## config.mk

```make
export PLATFORM = sky130hd
export DESIGN_NAME = gpio_ports
export DESIGN_NICKNAME = d
export VERILOG_FILES = /design/src/core/pin_sync.v /design/src/core/port_cell.v /design/src/core/gpio_ports.v
export VERILOG_INCLUDE_DIRS = /design/src /design/src/core
export SDC_FILE = /design/constraint.sdc
export NUM_CORES = 1
export LEC_CHECK = 0
export BUFFER_PORTS_ARGS = -buffer_cell sky130_fd_sc_hd__buf_2
export CAP_MARGIN = 40
export CORE_MARGIN = 4
export CORE_UTILIZATION = 45
export DETAILED_ROUTE_END_ITERATION = 8
export MAX_ROUTING_LAYER = met4
export PLACE_DENSITY = 0.71
export SYNTH_ARGS = -nofsm -noshare
export SYNTH_HDL_FRONTEND = slang
export SYNTH_HIERARCHICAL = 1
export SYNTH_SLANG_ARGS = --single-unit
```

## constraint.sdc

```tcl
create_clock -name sys_clk -period 2 [get_ports sys_clk]
set_input_delay 0 -clock sys_clk [delete_from_list [all_inputs] [get_ports sys_clk]]
set_output_delay 0 -clock sys_clk [all_outputs]
set_load 0.02 [all_outputs]
```

## src/core/gpio_consts.vh

```
// Purpose: shared constants of the three-port general-purpose I/O block
// Assumes: 16-bit special function register address space, byte data
// Notes:   port latch offsets are a local choice inside the short-direct area
`ifndef GPIO_CONSTS_VH
`define GPIO_CONSTS_VH

`define PORT_WIDTH          8
`define ADDR_WIDTH          16

`define ADDR_PORT0_DIR      16'hFF20
`define ADDR_PORT2_DIR      16'hFF22
`define ADDR_PORT4_DIR      16'hFF24
`define ADDR_PORT0_PUP      16'hFF30
`define ADDR_PORT4_PUP      16'hFF34
`define ADDR_PORT0_DATA     16'hFF00
`define ADDR_PORT2_DATA     16'hFF02
`define ADDR_PORT4_DATA     16'hFF04

`define DIR_RESET           8'hFF
`define PUP_RESET           8'h00
`define LATCH_RESET         8'h00
`define UNMAPPED_READ       8'h00

`endif

```

## src/core/pin_sync.v

```verilog
// Purpose: two-stage synchroniser for a group of pin inputs
// Assumes: pins are asynchronous to sys_clk
// Notes:   first stage is read only by the second stage
`timescale 1ns/1ps
`default_nettype none

module pin_sync #(
	parameter WIDTH = 8
) (
	input  wire             sys_clk,
	input  wire             reset_n,
	input  wire [WIDTH-1:0] pin_async,
	output reg  [WIDTH-1:0] pin_sync_out
);

	reg [WIDTH-1:0] meta_r;

	always @(posedge sys_clk) begin
		if (!reset_n) begin
			meta_r       <= {WIDTH{1'b0}};
			pin_sync_out <= {WIDTH{1'b0}};
		end else begin
			meta_r       <= pin_async;
			pin_sync_out <= meta_r;
		end
	end

endmodule

`default_nettype wire

```

## src/core/port_cell.v

```verilog
// Purpose: one 8-bit port: output latch, direction, pull-up, read mux
// Assumes: bus write and read strobes are one-cycle pulses on sys_clk
// Notes:   pull-up control is absent when HAS_PULLUP is 0
`timescale 1ns/1ps
`include "gpio_consts.vh"
`default_nettype none

module port_cell #(
	parameter WIDTH      = 8,
	parameter HAS_PULLUP = 1
) (
	input  wire             sys_clk,
	input  wire             reset_n,
	input  wire [WIDTH-1:0] wr_data,
	input  wire             latch_wr,
	input  wire             dir_wr,
	input  wire             pup_wr,
	input  wire [WIDTH-1:0] pin_level,
	output reg  [WIDTH-1:0] latch_r,
	output reg  [WIDTH-1:0] dir_r,
	output reg  [WIDTH-1:0] pup_r,
	output wire [WIDTH-1:0] port_read,
	output wire [WIDTH-1:0] pin_out,
	output wire [WIDTH-1:0] pin_oe,
	output wire [WIDTH-1:0] pullup_on
);

	always @(posedge sys_clk) begin
		if (!reset_n) begin
			latch_r <= `LATCH_RESET;
			dir_r   <= `DIR_RESET;
			pup_r   <= `PUP_RESET;
		end else begin
			if (latch_wr) begin
				latch_r <= wr_data;
			end
			if (dir_wr) begin
				dir_r <= wr_data;
			end
			if (pup_wr && (HAS_PULLUP != 0)) begin
				pup_r <= wr_data;
			end
		end
	end

	assign pin_oe    = ~dir_r;
	assign pin_out   = latch_r;
	assign port_read = (latch_r & ~dir_r) | (pin_level & dir_r);
	assign pullup_on = pup_r & dir_r;

endmodule

`default_nettype wire

```

## src/core/gpio_ports.v

```verilog
// Purpose: general-purpose I/O logic for ports 0, 2 and 4
// Assumes: CPU bus is a simple SFR strobe interface on sys_clk
// Notes:   read-modify-write is a read then a write by the CPU
//
// Overview of operation
// - eight-bit ports, per-bit direction register
// - direction 0 output, 1 input
// - reset sets all directions to input
// - pull-up enables on ports 0, 4 only
// - pull-up bit 1 requests pull-up
// - pull-up only on input-mode pins
// - reset clears both pull-up registers
// - output mode: latch drives pin, held
// - input mode: latch written, pin unchanged
// - output-mode read returns latch
// - input-mode read returns pin level
// - output-mode modify writes latch and pins
// - input-mode modify may leave latch undefined
// - bit operations touch whole port byte
// - port-4 output change raises interrupt request
// - port 0 also enters input on reset
`timescale 1ns/1ps
`include "gpio_consts.vh"
`default_nettype none

module gpio_ports #(
	parameter WIDTH = `PORT_WIDTH
) (
	input  wire                   sys_clk,
	input  wire                   reset_n,
	input  wire [`ADDR_WIDTH-1:0] sfr_addr,
	input  wire [WIDTH-1:0]       sfr_wdata,
	input  wire                   sfr_wr,
	input  wire                   sfr_rd,
	output reg  [WIDTH-1:0]       sfr_rdata,
	input  wire [WIDTH-1:0]       port0_in,
	output wire [WIDTH-1:0]       port0_out,
	output wire [WIDTH-1:0]       port0_oe,
	output wire [WIDTH-1:0]       port0_pullup,
	input  wire [WIDTH-1:0]       port2_in,
	output wire [WIDTH-1:0]       port2_out,
	output wire [WIDTH-1:0]       port2_oe,
	input  wire [WIDTH-1:0]       port4_in,
	output wire [WIDTH-1:0]       port4_out,
	output wire [WIDTH-1:0]       port4_oe,
	output wire [WIDTH-1:0]       port4_pullup,
	output wire [WIDTH-1:0]       port4_level,
	output reg                    port4_change
);

	wire [WIDTH-1:0] p0_sync;
	wire [WIDTH-1:0] p2_sync;
	wire [WIDTH-1:0] p4_sync;
	wire [WIDTH-1:0] p0_latch;
	wire [WIDTH-1:0] p2_latch;
	wire [WIDTH-1:0] p4_latch;
	wire [WIDTH-1:0] p0_dir;
	wire [WIDTH-1:0] p2_dir;
	wire [WIDTH-1:0] p4_dir;
	wire [WIDTH-1:0] p0_pup;
	wire [WIDTH-1:0] p4_pup;
	wire [WIDTH-1:0] p0_read;
	wire [WIDTH-1:0] p2_read;
	wire [WIDTH-1:0] p4_read;
	wire [WIDTH-1:0] p4_drive;
	wire             sel_p0_data;
	wire             sel_p2_data;
	wire             sel_p4_data;
	wire             sel_p0_dir;
	wire             sel_p2_dir;
	wire             sel_p4_dir;
	wire             sel_p0_pup;
	wire             sel_p4_pup;
	wire             wr_p0_data;
	wire             wr_p2_data;
	wire             wr_p4_data;
	wire             wr_p0_dir;
	wire             wr_p2_dir;
	wire             wr_p4_dir;
	wire             wr_p0_pup;
	wire             wr_p4_pup;
	reg  [WIDTH-1:0] p4_drive_r;
	reg  [WIDTH-1:0] sfr_rdata_nxt;

	function hit;
		input [`ADDR_WIDTH-1:0] a;
		input [`ADDR_WIDTH-1:0] target;
		begin
			hit = (a == target);
		end
	endfunction

	// exact decode: aliases of a register would let stray writes land
	assign sel_p0_data = hit(sfr_addr, `ADDR_PORT0_DATA);
	assign sel_p2_data = hit(sfr_addr, `ADDR_PORT2_DATA);
	assign sel_p4_data = hit(sfr_addr, `ADDR_PORT4_DATA);
	assign sel_p0_dir  = hit(sfr_addr, `ADDR_PORT0_DIR);
	assign sel_p2_dir  = hit(sfr_addr, `ADDR_PORT2_DIR);
	assign sel_p4_dir  = hit(sfr_addr, `ADDR_PORT4_DIR);
	assign sel_p0_pup  = hit(sfr_addr, `ADDR_PORT0_PUP);
	assign sel_p4_pup  = hit(sfr_addr, `ADDR_PORT4_PUP);

	// write strobes, one cycle each
	assign wr_p0_data  = sfr_wr & sel_p0_data;
	assign wr_p2_data  = sfr_wr & sel_p2_data;
	assign wr_p4_data  = sfr_wr & sel_p4_data;
	assign wr_p0_dir   = sfr_wr & sel_p0_dir;
	assign wr_p2_dir   = sfr_wr & sel_p2_dir;
	assign wr_p4_dir   = sfr_wr & sel_p4_dir;
	assign wr_p0_pup   = sfr_wr & sel_p0_pup;
	assign wr_p4_pup   = sfr_wr & sel_p4_pup;

	// pins are asynchronous: two flops before any use
	pin_sync #(.WIDTH(WIDTH)) u_sync0 (
		.sys_clk      (sys_clk),
		.reset_n      (reset_n),
		.pin_async    (port0_in),
		.pin_sync_out (p0_sync)
	);

	pin_sync #(.WIDTH(WIDTH)) u_sync2 (
		.sys_clk      (sys_clk),
		.reset_n      (reset_n),
		.pin_async    (port2_in),
		.pin_sync_out (p2_sync)
	);

	pin_sync #(.WIDTH(WIDTH)) u_sync4 (
		.sys_clk      (sys_clk),
		.reset_n      (reset_n),
		.pin_async    (port4_in),
		.pin_sync_out (p4_sync)
	);

	port_cell #(.WIDTH(WIDTH), .HAS_PULLUP(1)) u_port0 (
		.sys_clk   (sys_clk),
		.reset_n   (reset_n),
		.wr_data   (sfr_wdata),
		.latch_wr  (wr_p0_data),
		.dir_wr    (wr_p0_dir),
		.pup_wr    (wr_p0_pup),
		.pin_level (p0_sync),
		.latch_r   (p0_latch),
		.dir_r     (p0_dir),
		.pup_r     (p0_pup),
		.port_read (p0_read),
		.pin_out   (port0_out),
		.pin_oe    (port0_oe),
		.pullup_on (port0_pullup)
	);

	port_cell #(.WIDTH(WIDTH), .HAS_PULLUP(0)) u_port2 (
		.sys_clk   (sys_clk),
		.reset_n   (reset_n),
		.wr_data   (sfr_wdata),
		.latch_wr  (wr_p2_data),
		.dir_wr    (wr_p2_dir),
		.pup_wr    (1'b0),
		.pin_level (p2_sync),
		.latch_r   (p2_latch),
		.dir_r     (p2_dir),
		.pup_r     (),
		.port_read (p2_read),
		.pin_out   (port2_out),
		.pin_oe    (port2_oe),
		.pullup_on ()
	);

	port_cell #(.WIDTH(WIDTH), .HAS_PULLUP(1)) u_port4 (
		.sys_clk   (sys_clk),
		.reset_n   (reset_n),
		.wr_data   (sfr_wdata),
		.latch_wr  (wr_p4_data),
		.dir_wr    (wr_p4_dir),
		.pup_wr    (wr_p4_pup),
		.pin_level (p4_sync),
		.latch_r   (p4_latch),
		.dir_r     (p4_dir),
		.pup_r     (p4_pup),
		.port_read (p4_read),
		.pin_out   (port4_out),
		.pin_oe    (port4_oe),
		.pullup_on (port4_pullup)
	);

	// level seen by interrupt logic
	// driven bits follow the latch, so an output change looks like an edge
	assign p4_drive    = p4_latch & ~p4_dir;
	assign port4_level = p4_drive | (p4_sync & p4_dir);

	always @(posedge sys_clk) begin
		if (!reset_n) begin
			p4_drive_r   <= `LATCH_RESET;
			port4_change <= 1'b0;
		end else begin
			p4_drive_r   <= p4_drive;
			port4_change <= |(p4_drive ^ p4_drive_r);
		end
	end

	// input latch follows pin
	// modify ops read this value then write it back, so input bits
	// pick up the pin level: their old latch contents are not preserved
	always @* begin
		sfr_rdata_nxt = `UNMAPPED_READ;
		case (sfr_addr)
			`ADDR_PORT0_DATA: sfr_rdata_nxt = p0_read;
			`ADDR_PORT2_DATA: sfr_rdata_nxt = p2_read;
			`ADDR_PORT4_DATA: sfr_rdata_nxt = p4_read;
			`ADDR_PORT0_DIR:  sfr_rdata_nxt = p0_dir;
			`ADDR_PORT2_DIR:  sfr_rdata_nxt = p2_dir;
			`ADDR_PORT4_DIR:  sfr_rdata_nxt = p4_dir;
			`ADDR_PORT0_PUP:  sfr_rdata_nxt = p0_pup;
			`ADDR_PORT4_PUP:  sfr_rdata_nxt = p4_pup;
			default:          sfr_rdata_nxt = `UNMAPPED_READ;
		endcase
	end

	always @(posedge sys_clk) begin
		if (!reset_n) begin
			sfr_rdata <= `UNMAPPED_READ;
		end else if (sfr_rd) begin
			sfr_rdata <= sfr_rdata_nxt;
		end
	end

endmodule

`default_nettype wire

```

==> metrics.md <==
| Metric | Value |
|---|---|
| Status | complete, no violations |
| TritonCTS clock tree | done |
| Fmax | a little over 600 MHz |
| Pin count of the biggest net entering global routing | 120 |
| Vias after detailed routing | 4,456 |
| Worst Max-Slew Pin Slew | 491 ps |
| Drt first pass iters | 6 |
| Fin util | 0.598 |
| CTS sink cnt | between 100 and 150 |
| GRT Util Overall | 0.213 |
| Fin nets | 760 |
| Horiz. Die Dim | 121 um |
| Hold Slack | between 50 and 60 ps |
| Worst Path Max Fanout | 6 |
| 1st-iter DRT viols | ~250 |
| GR Overflow Total | 0 |
| Placed cell area | 0.00634 mm2 |
| Mapped Cells | between 500 and 600 |
| Filler cells | roughly 1,100 |
| Area of the multi-input gates | 0.00264 mm2 |
| Vias/cell | 5.01 |
| RePlAce Congestion | between 0.8 and 0.9 |
| Skew final | 4.58 ps |
| Power Density | 839 mW/mm2 |
| CTS H-tree lvls | 4 |
| Layout cells sized above 1 | 0.356 |
| Initial antenna violation count | 1 |
| Avg Inst Size Synth | 10.3 um2 |
| Ys Warns | 6 |
| CP Class | reg2reg |
| Syn Nets | 607 |
| Clk buf depth | 2 |
| Vias in the first global route | 4,456 |
| Die Ht | 121 um |
| Most frequent cells in the layout | 132 x buf_2, 129 x dfxtp_1, 49 x nor2b_1 |
| Peak VDD IR | 0.548 mV |
| Critical Path End Type | flop |
| Full die area | roughly 0.015 mm2 |
| RSZ-0062 raised after global routing | no |
| Final instance area | about 0.0073 mm2 |
| Worst Path Arrival | 1910 ps |
| Worst Setup SP | u_port4/dir_r[4]$_SDFFE_PN1P_ |
| Cts bufs inserted | 17 |
| Hold depth | 5 |
| Later-pin clock latency in the skew report | 410 ps |
| Critical Path RT | 2280 ps |
| RR Startpoint | u_port4/dir_r[4]$_SDFFE_PN1P_ |
| Row Count | 40 |
| Sum Neg Setup Slack | 0 ps |
| DP HPWL | approximately 11,000 um |
| Max-cap viol count | 0 |
| Mapped Area | roughly 0.0057 mm2 |
| Port-buffer cells | ~130 |
| Top Ports | 133 |
| Final hold viol count | 0 |
| First-pass GRT wire length | around 23,000 um |
| DR DRC count | 0 |
| Clk Tree Root Cell | clkbuf_16 |
| Drt total wl | 14,900 um |
| Sequential Area | 0.00258 mm2 |
| Pins Over Slew Limit | 0 |
| Tcrit/Tclk final | 0.813 |
| Worst slew margin relative to its limit | 0.671 |
| # setup viols final | 0 |
| Leakage | 3.32 nW |
| Core region area | between 0.01 and 0.015 mm2 |
| Synthesis-to-layout area growth | 27.6% |
| Startpoint type of the worst setup path | flop |
| Initial Utilization | 0.469 |
| Leading cell type in the layout, fill and taps excluded | buf_2 |
| Wirelength per Cell | 16.7 um |
| Clock transition at path regs | 60 ps |
| Antenna Nets Post-Route | 0 |
| Crit path time final | 1630 ps |
| Post-CTS sizing | 0 |
| Hold Crit Class | in2reg |
| Worst r2r path cells | 6 |
| HP Start | sfr_rd |
[timing repair]
| item | in CTS | in global routing |
|---|---|---|
| hold buffers | 34 | 0 |
| setup buffers | 0 | 0 |
| hold endpoints to repair | 73 | 0 |
[final timing paths]
| kind | end | slack, ps |
|---|---|---|
| worst max-delay path | sfr_rdata[4]$_SDFFE_PN0P_ | 370 |
| worst min register to register | u_sync4/pin_sync_out[1]$_SDFF_PN0_ | 430 |
| worst max register to register | sfr_rdata[4]$_SDFFE_PN0P_ | 370 |
| worst min-delay path | sfr_rdata[5]$_SDFFE_PN0P_ | 60 |
[per-stage QoR]
stage | cells | total power (W) | setup WS (ps)
global route | 889 | 0.00634 | 309
floorplan | 555 | 0.00281 | 330
detailed placement | 823 | 0.00292 | 122
global placement | 823 | 0.00292 | 188
CTS | 888 | 0.00618 | 359
finish | 889 | 0.00613 | 373
[where the power goes]
part           total [W]  internal [W]  leakage [nW]  switching, W
clock network    0.00320       0.00213         0.305       0.00107
registers        0.00263       0.00262          1.05     0.0000107
logic           0.000294      0.000158          1.97      0.000136
total            0.00613       0.00491          3.32       0.00122
[final cells by class]
class                           instances  area share
Clock buffer                           20      0.0625
Timing Repair Buffer                  183       0.158
Multi-Input combinational cell        350       0.361
Inverter                               27      0.0139
Clock inverter                         11      0.0221
Sequential cell                       129       0.354
Antenna cell                            1    0.000343
Tap cell                              168      0.0288
[per-layer routing]
metal	track usage	vias to the layer above	routed length, um
li1	-	2180	-
met3	0.0463	31	938
met5	-	-	0
met1	0.257	2073	6450
met4	0.0984	0	437
met2	0.343	172	7040
[critical path: stages, from the launching register on]
cell	delay [ps]
dfxtp_1	430
mux2_2	370
mux2i_1	110
o21ai_0	110
a32oi_1	240
and3_1	180
a21oi_1	40
Power figures use the tool's default switching activity.
